==> config.mk <==
export PLATFORM = sky130hd
export DESIGN_NAME = qawae_evaluator
export DESIGN_NICKNAME = d
export VERILOG_FILES = /design/src/qawae_evaluator.v
export VERILOG_INCLUDE_DIRS = /design/src
export SDC_FILE = /design/constraint.sdc
export NUM_CORES = 1
export LEC_CHECK = 0
export BUFFER_PORTS_ARGS = -buffer_cell sky130_fd_sc_hd__buf_2
export CAP_MARGIN = 20
export CELL_PAD_IN_SITES_DETAIL_PLACEMENT = 0
export CELL_PAD_IN_SITES_GLOBAL_PLACEMENT = 1
export CORE_UTILIZATION = 38
export DETAILED_ROUTE_END_ITERATION = 8
export GPL_TIMING_DRIVEN = 0
export PLACE_DENSITY_LB_ADDON = 0.1
export SETUP_SLACK_MARGIN = 0.02
export SYNTH_ARGS = -nofsm -noshare
export SYNTH_HDL_FRONTEND = slang
export SYNTH_SLANG_ARGS = --single-unit
export TNS_END_PERCENT = 100
==> constraint.sdc <==
create_clock -name clock_in -period 3.02 [get_ports clock_in]
set_input_delay 0 -clock clock_in [delete_from_list [all_inputs] [get_ports clock_in]]
set_output_delay 0 -clock clock_in [all_outputs]
set_load 0.005 [all_outputs]
==> src/qawae_defs.vh <==
// constants for the q&a watchdog answer evaluator
`ifndef QAWAE_DEFS_VH
`define QAWAE_DEFS_VH
// register byte addresses
`define QAWAE_ADDR_CTRL 12'h0000
`define QAWAE_ADDR_QUESTION 12'h0004
`define QAWAE_ADDR_ANSWER 12'h0008
`define QAWAE_ADDR_STATUS 12'h000C
`define QAWAE_ADDR_MASK 12'h0010
`define QAWAE_ADDR_EXPECT 12'h0014
// ctrl fields
`define QAWAE_CTRL_MODE_BIT 0
`define QAWAE_CTRL_LIMIT_LSB 4
`define QAWAE_CTRL_LIMIT_MSB 7
// status / mask fields
`define QAWAE_ST_ANSW_ERR 0
`define QAWAE_ST_WATCHDOG_ERROR_FLAG 1
`define QAWAE_ST_CYCLE_DONE 2
`define QAWAE_ST_LIMIT 3
`define QAWAE_ST_WIDTH 4
// reset values
`define QAWAE_CTRL_RESET 32'h0000_00F0
`define QAWAE_MASK_RESET 4'h0
`define QAWAE_LIMIT_RESET 4'hF
`define QAWAE_MODE_MULTI 1'b0
// window phases
`define QAWAE_PHASE_W1 1'b0
`define QAWAE_PHASE_W2 1'b1
`endif

==> src/qawae_evaluator.v <==
// q&a watchdog multi-answer evaluator with ahb-lite register slave
// What this block does
// - multi-answer evaluation runs only when answer mode select is zero
// - three correct then one correct: new cycle, decrement failures, new question
// - under four answers by window two end: restart, increment, same question, error
// - incomplete cycle with only correct answers: watchdog error only
// - incomplete cycle with three wrong window-one answers: both error flags
// - four answers with any wrong: restart, increment, same question, both flags
// - four answers in window one: failure, answer error only if wrong
// - two-bit answer counter separates complete from incomplete cycles
// - watchdog error flag is the or of all watchdog error conditions
// - failure counter reaching limit triggers the watchdog action
`timescale 1ns/1ps
`default_nettype none
`include "qawae_defs.vh"
module qawae_evaluator #(
  parameter FAIL_WIDTH = 4
) (
  input wire clock_in,
  input wire reset_in,
  input wire hsel_in,
  input wire [31:0] haddr_in,
  input wire [1:0] htrans_in,
  input wire hwrite_in,
  input wire [2:0] hsize_in,
  input wire [31:0] hwdata_in,
  input wire hready_in,
  input wire window_phase_in,
  input wire window2_end_in,
  input wire [31:0] expected_answers_in,
  output reg [31:0] hrdata_out,
  output reg hreadyout_out,
  output reg hresp_out,
  output reg new_question_out,
  output reg [FAIL_WIDTH-1:0] failure_count_out,
  output reg watchdog_action_out,
  output reg irq_out
);
  // synchronised window inputs (they come from the timer, treated as foreign)
  // two cycles of lag only move the window edge, answers arrive far slower
  reg phase_s1;
  reg phase_s2;
  reg w2end_s1;
  reg w2end_s2;
  reg w2end_s3;
  // bus address phase capture
  // write data follows its address by one cycle, so the address is kept
  reg wr_pend;
  reg [11:0] wr_addr;
  // registers
  reg answer_mode_select;
  reg [3:0] fail_limit;
  reg [7:0] question_register;
  reg [3:0] irq_mask;
  reg [3:0] irq_status;
  reg answer_error_flag;
  reg watchdog_error_flag;
  // cycle state, cleared at every cycle end whatever the outcome
  reg [1:0] answer_counter;
  reg wrong_seen;
  reg [1:0] w1_count;
  reg w2_seen;
  // decode and evaluation terms
  wire addr_phase;
  wire w2end_pulse;
  wire ans_wr;
  wire [7:0] ans_byte;
  wire [7:0] exp_byte;
  wire ans_ok;
  wire fourth;
  wire wrong_total;
  wire all_w1;
  wire good_seq;
  wire cycle_end;
  wire fail_event;
  wire limit_hit;
  wire [3:0] status_evt;
  reg [31:0] next_rdata;

  // a transfer is taken only while the bus is ready; hsize_in is not decoded
  assign addr_phase = hsel_in & htrans_in[1] & hready_in;
  assign w2end_pulse = w2end_s2 & ~w2end_s3;
  assign ans_wr = wr_pend & (wr_addr == `QAWAE_ADDR_ANSWER);
  assign ans_byte = hwdata_in[7:0];

  // expected byte picked by position
  // the first answer of a cycle is checked against the top byte
  assign exp_byte = expected_answers_in[{~answer_counter, 3'b000} +: 8];
  assign ans_ok = (ans_byte == exp_byte);

  // counter value three plus a write makes the fourth answer
  assign fourth = ans_wr & (answer_mode_select == `QAWAE_MODE_MULTI) & (answer_counter == 2'd3);
  // the fourth byte is judged in the cycle that closes the evaluation
  assign wrong_total = wrong_seen | ~ans_ok;
  // all four in window one means the fourth landed before window two
  assign all_w1 = (phase_s2 == `QAWAE_PHASE_W1);
  // three in window one then one in window two, all correct
  assign good_seq = fourth & ~wrong_total & ~all_w1 & (w1_count == 2'd3) & ~w2_seen;
  // the fourth answer, or window two ending before it, closes the cycle
  assign cycle_end = fourth |
    (w2end_pulse & (answer_mode_select == `QAWAE_MODE_MULTI) & ~fourth);
  // any cycle end other than the good sequence is a failure
  assign fail_event = cycle_end & ~good_seq;
  // limit reached on this failure
  // the count after this failure is compared: the action comes on the limit-th failure
  assign limit_hit = fail_event & (failure_count_out + 1'b1 >= fail_limit);
  // status events: limit, cycle end, watchdog error, answer error
  assign status_evt = {limit_hit, cycle_end,
    fail_event, fail_event & (fourth ? wrong_total : wrong_seen)};

  // input synchronisers, first stage read only by the second
  // w2end_s3 only delays the second stage to find its rising edge
  always @(posedge clock_in or posedge reset_in)
  begin
    if (reset_in)
    begin
      phase_s1 <= 1'b0;
      phase_s2 <= 1'b0;
      w2end_s1 <= 1'b0;
      w2end_s2 <= 1'b0;
      w2end_s3 <= 1'b0;
    end
    else
    begin
      phase_s1 <= window_phase_in;
      phase_s2 <= phase_s1;
      w2end_s1 <= window2_end_in;
      w2end_s2 <= w2end_s1;
      w2end_s3 <= w2end_s2;
    end
  end

  // ahb-lite: zero wait states, always okay, write data in data phase
  always @(posedge clock_in or posedge reset_in)
  begin
    if (reset_in)
    begin
      wr_pend <= 1'b0;
      wr_addr <= 12'h000;
      hrdata_out <= 32'h0000_0000;
      hreadyout_out <= 1'b1;
      hresp_out <= 1'b0;
    end
    else
    begin
      hreadyout_out <= 1'b1;
      hresp_out <= 1'b0;
      // address kept every cycle; only wr_pend decides whether it is used
      wr_pend <= addr_phase & hwrite_in;
      wr_addr <= haddr_in[11:0];
      if (addr_phase & ~hwrite_in)
        hrdata_out <= next_rdata;
    end
  end

  // read mux, unmapped reads as zero
  // read data shows the state at the address edge
  always @*
  begin
    next_rdata = 32'h0000_0000;
    case (haddr_in[11:0])
      `QAWAE_ADDR_CTRL:
        next_rdata = {24'h00_0000, fail_limit, 3'b000, answer_mode_select};
      `QAWAE_ADDR_QUESTION:
        next_rdata = {12'h000, failure_count_out, 2'b00, answer_counter,
          2'b00, watchdog_error_flag, answer_error_flag, question_register};
      `QAWAE_ADDR_STATUS:
        next_rdata = {28'h000_0000, irq_status};
      `QAWAE_ADDR_MASK:
        next_rdata = {28'h000_0000, irq_mask};
      `QAWAE_ADDR_EXPECT:
        next_rdata = expected_answers_in;
      default:
        next_rdata = 32'h0000_0000;
    endcase
  end

  // software configuration registers
  // mode and limit may change mid-cycle; the next answer sees the new mode
  always @(posedge clock_in or posedge reset_in)
  begin
    if (reset_in)
    begin
      answer_mode_select <= `QAWAE_MODE_MULTI;
      fail_limit <= `QAWAE_LIMIT_RESET;
      irq_mask <= `QAWAE_MASK_RESET;
    end
    else if (wr_pend)
    begin
      if (wr_addr == `QAWAE_ADDR_CTRL)
      begin
        answer_mode_select <= hwdata_in[`QAWAE_CTRL_MODE_BIT];
        fail_limit <= hwdata_in[`QAWAE_CTRL_LIMIT_MSB:`QAWAE_CTRL_LIMIT_LSB];
      end
      if (wr_addr == `QAWAE_ADDR_MASK)
        irq_mask <= hwdata_in[`QAWAE_ST_WIDTH-1:0];
    end
  end

  // sticky interrupt status, set beats write-one-to-clear
  // an event in the same cycle as its clear stays set, so none is lost
  always @(posedge clock_in or posedge reset_in)
  begin
    if (reset_in)
      irq_status <= 4'h0;
    else if (wr_pend & (wr_addr == `QAWAE_ADDR_STATUS))
      irq_status <= (irq_status & ~hwdata_in[3:0]) | status_evt;
    else
      irq_status <= irq_status | status_evt;
  end

  // interrupt output registered
  // one cycle of lag keeps the pin driven straight from a flop
  always @(posedge clock_in or posedge reset_in)
  begin
    if (reset_in)
      irq_out <= 1'b0;
    else
      irq_out <= |(irq_status & irq_mask);
  end

  // per-cycle answer tracking
  // the window of each answer is the synchronised phase at its data edge
  always @(posedge clock_in or posedge reset_in)
  begin
    if (reset_in)
    begin
      answer_counter <= 2'd0;
      wrong_seen <= 1'b0;
      w1_count <= 2'd0;
      w2_seen <= 1'b0;
    end
    else if (cycle_end)
    begin
      answer_counter <= 2'd0;
      wrong_seen <= 1'b0;
      w1_count <= 2'd0;
      w2_seen <= 1'b0;
    end
    // writes while single-answer evaluation is selected are not counted
    else if (ans_wr & (answer_mode_select == `QAWAE_MODE_MULTI))
    begin
      answer_counter <= answer_counter + 2'd1;
      wrong_seen <= wrong_seen | ~ans_ok;
      if (phase_s2 == `QAWAE_PHASE_W1)
      begin
        // a fourth window-one answer closes the cycle, so three is the top
        if (w1_count != 2'd3)
          w1_count <= w1_count + 2'd1;
      end
      else
        w2_seen <= 1'b1;
    end
  end

  // cycle outcome: flags, failure counter, question renewal
  // the question is a plain counter here; the real generator sits outside
  always @(posedge clock_in or posedge reset_in)
  begin
    if (reset_in)
    begin
      answer_error_flag <= 1'b0;
      watchdog_error_flag <= 1'b0;
      failure_count_out <= {FAIL_WIDTH{1'b0}};
      new_question_out <= 1'b0;
      watchdog_action_out <= 1'b0;
      question_register <= 8'h00;
    end
    else
    begin
      // both pulses last exactly one cycle
      new_question_out <= good_seq;
      watchdog_action_out <= limit_hit;
      if (good_seq)
      begin
        answer_error_flag <= 1'b0;
        watchdog_error_flag <= 1'b0;
        question_register <= question_register + 8'h01;
        // the counter rests at zero instead of wrapping
        if (failure_count_out != {FAIL_WIDTH{1'b0}})
          failure_count_out <= failure_count_out - 1'b1;
      end
      else if (fail_event)
      begin
        // answer error only when a byte was wrong
        answer_error_flag <= fourth ? wrong_total : wrong_seen;
        // any failure raises the summary flag
        watchdog_error_flag <= 1'b1;
        // failure counter up, question kept
        // after the action the count starts over from zero
        if (limit_hit)
          failure_count_out <= {FAIL_WIDTH{1'b0}};
        else
          failure_count_out <= failure_count_out + 1'b1;
      end
    end
  end
endmodule
`default_nettype wire

## Word-level counts from Yosys, hierarchy flattened

Cells that the tools add are included.

| word-level totals | value |
|---|---|
| register bits | 86 |
| output and inout bits | 41 |
| logic and storage cells | 112 |

| operators by class | value |
|---|---|
| add/subtract/negate cells | 5 |
| magnitude comparators | 1 |
| eq/ne operators | 13 |
| shifts and indexed selects | 1 |
| multiplexer cells | 22 |
| bitwise logic cells | 34 |
| reduce and logical (&&, ||, !) cells | 13 |

Operator list:

| cell | number |
|---|---|
| $pmux W32 S5 | 1 |
| $eq A12 B4 Y1 const B | 3 |
| $eq A12 B5 Y1 const B | 3 |
| $shiftx A32 B6 Y8 | 1 |
| $logic_not A12 Y1 | 2 |
| $mux W4 | 5 |
| $and A1 B1 Y1 | 18 |
| $eq A12 B3 Y1 const B | 1 |
| $mux W2 | 6 |
| $mux W1 | 10 |
| $add A8 B1 Y8 const B | 1 |
| $and A4 B4 Y4 | 2 |
| $eq A8 B8 Y1 | 1 |
| $not A1 Y1 | 8 |
| $or A4 B4 Y4 | 2 |
| $reduce_and A2 Y1 | 4 |
| $reduce_bool A2 Y1 | 4 |
| $add A2 B1 Y2 const B | 2 |
| $add A4 B1 Y4 const B | 1 |
| $eq A2 B2 Y1 const B | 2 |
| $ge A4 B4 Y1 | 1 |
| $ne A2 B1 Y1 const B | 2 |
| $not A4 Y4 | 1 |
| $reduce_bool A4 Y1 | 1 |
| other kinds (6) | 7 |

## Depth between registers and ports, before layout

Gate-level depths: netlist of the first run.

| depth | value |
|---|---|
| word-level depth | 16 |
| gate-level depth with buffers | 8 |

## Least setup slack after synthesis of the first run

Ideal clock, no wire load.

| timing | value |
|---|---|
| path type | register to register |
| start | register answer_counter[0] |
| end | register question_register[4] |
| library setup time | 0.124 ns |
| data arrival time | 2.191 ns |
| required time | 2.896 ns |
| slack | 0.706 ns |
| stages on the path, launching flop included | 9 |
| path buffers | 2 |
| period minus slack after synthesis | 2.314 ns |
| cells stage by stage | dfrtp_1 > buf_6 > mux4_2 > xnor2_1 > nand4_2 > nor4_4 > buf_6 > nand4_4 > xnor2_2 |

| on the way | value |
|---|---|
| word-level cells in the longest chain between the ends | 10 |

RTL lines:

| what | RTL line | text |
|---|---|---|
| start: declaration | qawae_evaluator.v:59 | `reg [1:0] answer_counter;` |
| start signal: assignment | qawae_evaluator.v:243 | `answer_counter <= answer_counter + 2'd1;` |
| $not A2 Y2 | qawae_evaluator.v:88 | `assign exp_byte = expected_answers_in[{~answer_counter, 3'b000} +: 8];` |
| $shiftx A32 B6 Y8 | qawae_evaluator.v:88 |  |
| $eq A8 B8 Y1 | qawae_evaluator.v:89 | `assign ans_ok = (ans_byte == exp_byte);` |
| $not A1 Y1 | qawae_evaluator.v:94 | `assign wrong_total = wrong_seen \| ~ans_ok;` |
| $or A1 B1 Y1 | qawae_evaluator.v:94 |  |
| $not A1 Y1 | qawae_evaluator.v:98 | `assign good_seq = fourth & ~wrong_total & ~all_w1 & (w1_count == 2'd3) & ~w2_seen;` |
| $and A1 B1 Y1 * (4 in series) | qawae_evaluator.v:98 |  |
| end signal: assignment | qawae_evaluator.v:278 | `question_register <= question_register + 8'h01;` |
| end: declaration | qawae_evaluator.v:53 | `reg [7:0] question_register;` |

Every way passes the cells marked *; elsewhere a longest branch is shown, timed or not.
A chain may end at the register's enable or synchronous reset.

## Worst setup path in the final report of the first run

Ends and elaborated chain as after synthesis.

==> impl_results.md, run 1 <==
* R2r endpoint: question_register[4]
* Synth Area in Simple Gates at 17.0%
* Adder-Cell Fraction of Synth Area at 2.98%
* CP max FO at 10
* Crit end category: flip-flop
* CTS sink cnt at 86
* R2R cell count at 8
* Pwr Total at 2.54 mW
* Peak Freq at 0.372 GHz
* Die ar. at 11500 sq um
* Max VDD drop at 248 uV
* Cell area after synthesis at 4190 sq um
* Max-slew violation count at 0
* Final Skew at 0.0116 ns
* Leak at 2.55 nW
* CTS Buffer Depth at 2
* PortBufs at 98
* Hold_ws at 0.0119 ns
* Worst r2r src: answer_counter[0]
* Sw Share at 29.6%
* Minimum clock period at 2.69 ns
* Clk slew on worst S/H paths at 0.09 ns
* # fillers at 952
* Area after DPL at 4890 sq um
* Register area at 2160 sq um
* Cell variety after synth at 59
* CP startpoint kind: flip-flop
* Final #Nets at 665
* DP Cell Count at 623
* Sequential cell area fraction in the yosys report at 51.4%
* Complex-gate fraction of the synthesized area at 12.7%
* Hold depth at 3
* Cells after Synth at 388
* First-pass GRT wire length at 19000 microns
* Largest family of logic cells by synthesized area: simple AND/OR/NAND/NOR gates
* Number of antenna violations at the first check in global routing at 0
* GP Congestion at 0.846
* XOR/XNOR Fraction of Synth Area at 4.15%
* Final ANT Viol Nets at 0
* Share of total power in the clock network at 29.4%
* Prevailing post-synth register cell: dfrtp_1
* Drt wl/cell at 17.4 microns
* Critical path type: reg -> reg
* Max_slew headroom at 39.3%
* Routed wire length at 12000 microns
* Mux cell area share after synthesis at 8.29%
* CTS tree: done
* Final Cycle Share at 89.1%
* Ys Warns at 0
* FF+latch count, synth at 86
* Final Core Density at 52.9%
* Final WS setup at 0.328 ns
* Fraction of registers with async set/reset at 100%
* CTS buffer count at 9
* Worst Hold Endpoint: hrdata_out[19]
* Post-synth EDFFs at 0
* # DRC at 0
* Hold Vio Cnt, Final at 0
* Synth area leader: dfrtp_1
* Die X-Extent at 107 microns
* Worst min path class: in -> reg
* Setup violations, final at 0
* Dpl ws at 0.326 ns
* TNS Setup at 0 ns
* Layout area overhead at 32.5%
* Diodes inserted at 0
* DR iter-0 viols at 198
* Switching pwr at 751 uW
* Comb power frac at 21.0%
* Min-delay src: expected_answers_in[19]
* CTS root buf: clkbuf_8
* Final instance area at 5560 sq um
* Most area-consuming cells after synthesis: dfrtp_1, nand2_1, o21ai_0, mux4_2, xnor2_1
* I/O pin count at 149
* DP Wirelength at 8920 microns
* Die Y at 107 microns
* Pwr/cell area at 456 nW/um^2
* Multi-input logic area at 1900 sq um
* CP required at 3.27 ns
* Post-CTS resize count at 0
* Largest net degree at the start of global routing at 48
* RSZ-0062 raised after global routing: false
* Post-Layout Cell Count at 688
* Setup repair bufs after CTS at 0
* Via Count at 3531
* Sequential power share at 49.6%
* Internal Power at 1.78 mW
* Htree depth at 3
* Slew @ Worst Pin at 0.904 ns
* Vias per cell at 5.13
* Site row count at 37
* Share of layout cells above drive strength 1 at 28.1%
* Gr ovfl total at 0
* Syn nets at 506
* Global-route usage over all layers at 22.2%
* Initial Util at 39.9%
* Syn avg cell area at 10.8 sq um
* # Max-Cap Violations at 0
* Data arrival, critical path at 2.94 ns
* Total iterations of the first detailed-routing run at 8
* Core region area at 10500 sq um
* Status: finished clean
* Vias in the first global route at 3623
* Setup slack, reg-to-reg at 0.33 ns
* Later-pin clock latency in the skew report at 0.36 ns
* Post-synth top area share at 48.9%
## cells in the mapped netlist (6+ instances only)
cell type	n
o21ai_0	36
dfrtp_1	82
a22oi_1	10
mux2_2	8
mux2i_1	7
inv_1	9
ha_1	10
a21oi_1	7
mux4_2	6
a21o_1	6
nand3_1	6
clkbuf_1	14
xnor2_1	15
nor2_1	24
nor3_1	7
nand2_1	64
## cell families (layout without fill, tap and decap cells)
group / count (synthesis) / after routing
buffers and inverters: 29 / 193
DFF: 86 / 86
other: 2 / 2
xor gates and xnor gates: 19 / 19
muxes: 23 / 23
and+or+nand+nor: 138 / 138
adders and majority gates: 10 / 10
AOI/OAI and AO/OA: 81 / 81
## power groups by stage
stage	clock [mW]	combinational, mW	sequential, mW
after global placement	0	0.475	1.28
after global routing	0.814	0.586	1.26
after CTS	0.773	0.535	1.26
final	0.746	0.532	1.26
after detailed placement	0	0.483	1.28
after floorplan	0	0.315	1.26
## worst max-delay path, cell delays in order (launching register included)
cell and delay, ns:
dfrtp_1 0.39, buf_6 0.19, mux4_2 0.52, xnor2_1 0.24, nand4_2 0.26, nor4_4 0.49, buf_6 0.23, nand4_4 0.11
xnor2_2 0.14
## worst max path at each step
| stage | from | endpoint |
|---|---|---|
| 2_1_floorplan | answer_counter[0] | question_register[4] |
| 3_5_place_dp | answer_counter[0] | question_register[4] |
| 3_3_place_gp | reset_in | failure_count_out[0] |
| 4_1_cts | answer_counter[0] | question_register[4] |
| 6_report | answer_counter[0] | question_register[4] |
| 5_1_grt | wr_addr[1] | failure_count_out[2] |
## repair_timing
action,4_1_cts,5_1_grt
endpoints found under the setup margin,0,0
hold buffers,49,0
endpoints found under the hold margin,87,0
## metal layers
layer / wire, microns / GRT usage (%)
met5: 0 / 0
met4: 369 / 10.5
met3: 495 / 2.74
met2: 5610 / 36.5
met1: 5520 / 29.3
## registers in the layout, summed over array words and instances, names as in the netlist
register / flops
phase_s1: 1
wr_pend: 1
irq_status: 4
watchdog_action_out: 1
watchdog_error_flag: 1
w1_count: 2
irq_out: 1
answer_error_flag: 1
phase_s2: 1
question_register: 8
w2end_s3: 1
new_question_out: 1
hrdata_out: 32
failure_count_out: 4
irq_mask: 4
wr_addr: 12
w2end_s2: 1
answer_counter: 2
w2_seen: 1
fail_limit: 4
answer_mode_select: 1
wrong_seen: 1
w2end_s1: 1
## cell type report
cell class | count | share of cell area, %
Inverter | 9 | 0.653
Tap cell | 136 | 3.06
Clock buffer | 12 | 2.61
Multi-Input combinational cell | 273 | 34.3
Buffer | 20 | 1.89
Sequential cell | 86 | 38.8
Clock inverter | 4 | 0.563
Timing Repair Buffer | 148 | 18.1
## cells in the final DEF, fill, tap and decap left out, drive strengths merged, types with 2 or more instances in the layout
cell type	count
buf	105
dfrtp	82
nand2	64
dlygate4sd3	49
o21ai	37
clkbuf	26
nor2	24
xnor2	16
a22oi	10
ha	10
inv	10
mux2	8
nor3	8
mux4	8
a21oi	7
mux2i	7
nand3	7
nand4	7
a21o	6
nor4	5
nor3b	4
and3	4
a222oi	4
dfstp	4
nand2b	3
xor2	3
a221oi	3
clkinvlp	3
nor4b	3
or2	3
or3	2
o2bb2ai	2
o31a	2
conb	2
a211oi	2
Power figures use the tool's default switching activity.
==> inputs of run 2 (changes only) <==
Settings changed: GPL_ROUTABILITY_DRIVEN set to 0, RECOVER_POWER set to 25.
==> impl_results.md, run 2 (synthesis results as in run 1) <==
* Commonest non-fill, non-tap cells in the layout: buf_2, dfrtp_1, nand2_1
* Worst min path class: in -> reg
* PortBufs at 98
* Most common cell after layout, fill and taps aside: buf_2
* Total iterations of the first detailed-routing run at 5
* Pwr/cell area at 457 nW/um^2
* Leak at 2.52 nW
* CP max FO at 10
* Via Count at 3538
* # DRC at 0
* Slew @ Worst Pin at 1.94 ns
* Data arrival, critical path at 2.91 ns
* Largest Register: hrdata_out
* CP startpoint kind: flip-flop
* I/O pin count at 149
* Crit end category: flip-flop
* Drt wl/cell at 17.4 microns
* CTS tree: done
* Multi-input logic area at 1900 sq um
* Die Y at 107 microns
* CTS buffer count at 9
* Die ar. at 11500 sq um
* Status: finished, violations left
* Later-pin clock latency in the skew report at 0.36 ns
* Register area at 2160 sq um
* CTS sink cnt at 86
* Vias in the first global route at 3623
* Diodes inserted at 0
* Die X-Extent at 107 microns
* Global-route usage over all layers at 22.2%
* DP Wirelength at 8920 microns
* Vias per cell at 5.14
* Critical path type: reg -> reg
* Hold depth at 3
* Minimum clock period at 2.66 ns
* Peak Freq at 0.377 GHz
* # fillers at 957
* Initial Util at 39.9%
* Final ANT Viol Nets at 0
* TNS Setup at 0 ns
* R2R cell count at 8
* Routed wire length at 11900 microns
* CTS root buf: clkbuf_8
* Setup violations, final at 0
* Final WS setup at 0.365 ns
* Number of antenna violations at the first check in global routing at 0
* Gr ovfl total at 0
* Final Cycle Share at 87.9%
* Top Registers: hrdata_out (32), wr_addr (12), question_register (8)
* Largest register FFs at 32
* Layout area overhead at 32.2%
* DR iter-0 viols at 189
* Final #Nets at 665
* First-pass GRT wire length at 19000 microns
* Htree depth at 3
* Setup repair bufs after CTS at 0
* Final Skew at 0.0129 ns
* Share of layout cells above drive strength 1 at 26.3%
* Max-slew violation count at 40
* Core region area at 10500 sq um
* CTS Buffer Depth at 2
* RSZ-0062 raised after global routing: false
* Dpl ws at 0.326 ns
* Max VDD drop at 247 uV
* Site row count at 37
* Failing checks: max-capacitance violations, max-slew violations
* # Max-Cap Violations at 1
* CP required at 3.27 ns
* Max_slew headroom at -30.2%
* Clk slew on worst S/H paths at 0.09 ns
* Hold Vio Cnt, Final at 0
* Largest net degree at the start of global routing at 48
==> run 2: cell count changes in the layout (fill, tap and decap cells not counted), sizes merged <==
| cell | previous run | this run |
|---|---|---|
| buf | 105 | 94 |
| clkbuf | 26 | 37 |
| clkinvlp | 3 | 4 |
| inv | 10 | 9 |
==> run 2: layer usage <==
metal | global-route usage (%) | routed length (microns) | vias to the layer above
li1 | - | - | 1704
met1 | 29.3 | 5520 | 1697
met2 | 36.5 | 5640 | 113
met3 | 2.74 | 462 | 24
met4 | 10.5 | 322 | 0
met5 | 0 | 0 | -
==> run 2: report_power, final <==
part | internal, mW | leakage, nW | total (mW) | switching (mW)
clock network | 0.325 | 0.0792 | 0.748 | 0.423
logic | 0.258 | 1.33 | 0.530 | 0.272
registers | 1.20 | 1.11 | 1.26 | 0.0580
total | 1.78 | 2.52 | 2.54 | 0.752
==> run 2: worst paths after layout <==
path                                        endpoint  slack, ns               startpoint
max in group asynchronous       failure_count_out[3]       1.43                 reset_in
worst max-delay path            question_register[4]       0.36        answer_counter[0]
worst min register to register              w2end_s2       0.36                 w2end_s1
min in group asynchronous             hrdata_out[14]       0.68                 reset_in
worst min-delay path                  hrdata_out[19]       0.01  expected_answers_in[19]
worst max register to register  question_register[4]       0.36        answer_counter[0]
==> run 2: critical path: stages, from the launching register on <==
cell	delay [ns]
dfrtp_1	0.38
buf_6	0.19
mux4_2	0.52
xnor2_1	0.24
nand4_2	0.25
nor4_4	0.47
buf_6	0.22
nand4_4	0.11
xnor2_2	0.14
==> run 2: timing repair <==
action / in CTS / in global routing
endpoints found under the setup margin: 0 / 0
hold buffers: 49 / 0
hold endpoints to repair: 87 / 0
resized for setup: 0 / 0
==> run 2: area by class of cell <==
cell class,count,share of cell area (%)
well taps,136,3.07
clock inverters,4,0.564
flip-flops and latches,86,38.9
inverters,9,0.632
clock buffers,12,2.62
multi-input cells,273,34.3
repair buffers,148,18.0
plain buffers,20,1.90
==> run 2: per-stage QoR <==
step / util (%) / cell area (sq um) / hold WS [ns] / instances / power, mW
final: 52.8 / 5540 / 0.0122 / 688 / 2.54
after global routing: 52.8 / 5540 / 0.0446 / 688 / 2.66
after CTS: 52.9 / 5560 / 0.00716 / 688 / 2.56
after detailed placement: 46.5 / 4890 / 0.0920 / 623 / 1.76
after global placement: 46.2 / 4850 / 0.108 / 622 / 1.75
after floorplan: - / 4190 / 0.0314 / 388 / 1.58
==> inputs of run 3 (changes only) <==
Settings changed: CORE_MARGIN set to 2, REMOVE_ABC_BUFFERS set to 1, SKIP_CTS_REPAIR_TIMING set to 1.
==> impl_results.md, run 3 (synthesis results as in run 1) <==
* DR iter-0 viols at 179
* Hold_ws at -0.0319 ns
* Data arrival, critical path at 3.10 ns
* Min-delay src: expected_answers_in[8]
* First-pass GRT wire length at 18000 microns
* Die ar. at 11900 sq um
* Worst r2r src: answer_counter[0]
* Top Registers: hrdata_out (32), wr_addr (12), question_register (8)
* Site row count at 38
* I/O pin count at 149
* # Max-Cap Violations at 1
* CP startpoint kind: flip-flop
* Initial Util at 38.9%
* Most common cell after layout, fill and taps aside: buf_2
* Gr ovfl total at 0
* Setup slack, reg-to-reg at 0.18 ns
* Hold Vio Cnt, Final at 4
* # fillers at 1017
* Hold depth at 3
* R2R cell count at 6
* Final Core Density at 50.8%
* CTS root buf: clkbuf_8
* CTS tree: done
* Final Skew at 0.00811 ns
* Global-route usage over all layers at 20.4%
* Final ANT Viol Nets at 0
* Routed wire length at 11800 microns
* CP max FO at 12
* Crit-path cells: mux4_1 -> xnor2_1 -> nand4_2 -> nor4_4 -> buf_4 -> mux2_2
* Worst stage delay on the critical path at 0.69 ns
* Worst min path class: in -> reg
* Commonest non-fill, non-tap cells in the layout: buf_2, dfrtp_1, nand2_1
* Core region area at 10800 sq um
* Failing checks: negative hold slack, max-capacitance violations, max-slew violations
* Peak Freq at 0.352 GHz
* Setup violations, final at 0
* Number of antenna violations at the first check in global routing at 0
* CTS Buffer Depth at 2
* PortBufs at 98
* Vias in the first global route at 3354
* Drt wl/cell at 17.4 microns
* R2r endpoint: question_register[1]
* Final #Nets at 648
* Status: finished, violations left
* CP required at 3.28 ns
* Worst Hold Endpoint: hrdata_out[8]
* Die Y at 109 microns
* CP max-delay cell: dfrtp_1
* DP Wirelength at 8510 microns
* M1 WL at 5310 microns
* CP Buf/Inv Count at 1
* Vias per cell at 5.15
* Detail Route met3 WL at 527 microns
* Max Used Layer: met4
* RSZ-0062 raised after global routing: false
* Htree depth at 3
* Slew @ Worst Pin at 1.69 ns
* Area after DPL at 4830 sq um
* Crit end category: flip-flop
* CP delay by family, top: multiplexers
* Leak at 2.52 nW
* Final instance area at 5480 sq um
* Total iterations of the first detailed-routing run at 4
* Max VDD drop at 255 uV
* Largest register FFs at 32
* Largest Register: hrdata_out
* DR WL met2 at 5710 microns
* CTS sink cnt at 86
* Largest net degree at the start of global routing at 68
* Minimum clock period at 2.84 ns
* Max-slew violation count at 68
* Max_slew headroom at -12.6%
* Clk slew on worst S/H paths at 0.09 ns
* Diodes inserted at 0
* # DRC at 0
* Critical path type: reg -> reg
* CTS buffer count at 9
* Layout area overhead at 30.7%
* Pwr/cell area at 479 nW/um^2
* Via Count at 3476
* Share of layout cells above drive strength 1 at 28.2%
* Die X-Extent at 109 microns
* Final Cycle Share at 94.1%
* Later-pin clock latency in the skew report at 0.37 ns
[run 3: cell types whose count changed in the layout (fill, tap and decap cells not counted), sizes merged]
cell,delta
clkbuf,-15
bufinv,+1
clkinv,+1
dlygate4sd3,-5
clkinvlp,-1
inv,+1
buf,+1
[run 3: through the flow]
stage | std cells | hold slack [ns] | worst slack [ns] | power, mW | TNS (ns)
floorplan | 368 | 0.0314 | 0.313 | 1.56 | 0
global placement | 606 | 0.110 | -0.354 | 1.75 | -29.12
detailed placement | 609 | -0.0225 | -0.225 | 1.76 | -1.10
CTS | 625 | -0.430 | -0.258 | 2.61 | -1.37
global route | 675 | 0.0131 | 0.000503 | 2.77 | 0
finish | 675 | -0.0319 | 0.179 | 2.63 | 0
[run 3: how the worst max path moves through the flow]
stage	startpoint	endpoint	slack, ns	cells past startpoint
floorplan	answer_counter[0]	failure_count_out[1]	0.31	6
CTS	answer_counter[1]	failure_count_out[1]	-0.26	6
global route	answer_counter[0]	question_register[1]	0.0005	6
global placement	reset_in	hrdata_out[16]	-0.35	2
finish	answer_counter[0]	question_register[1]	0.18	6
detailed placement	answer_counter[1]	failure_count_out[1]	-0.22	6
[run 3: final cells by class]
class                   count  area [sq um]  share of cell area, %
clock buffers              10           138                   2.51
clock inverters             6          67.6                   1.23
multi-input cells         273          1900                   34.7
repair buffers            151          1000                   18.3
flip-flops and latches     86          2160                   39.4
well taps                 140           175                   3.20
inverters                   9          35.0                  0.639
[run 3: worst min-delay path, cell delays in order]
cell and delay [ns]:
buf_2 0.10, a22oi_1 0.07, o21ai_0 0.13
[run 3: per-layer routing]
| metal | global-route usage, % | vias to the layer above |
|---|---|---|
| met2 | 33.3 | 84 |
| met5 | 0 | - |
| met3 | 3.89 | 16 |
| met4 | 7.69 | 0 |
| li1 | - | 1668 |
| met1 | 26.9 | 1708 |
[run 3: report_power, final]
group	internal (mW)	switching (mW)
clock	0.409	0.444
combinational	0.246	0.251
sequential	1.20	0.0785
total	1.85	0.773
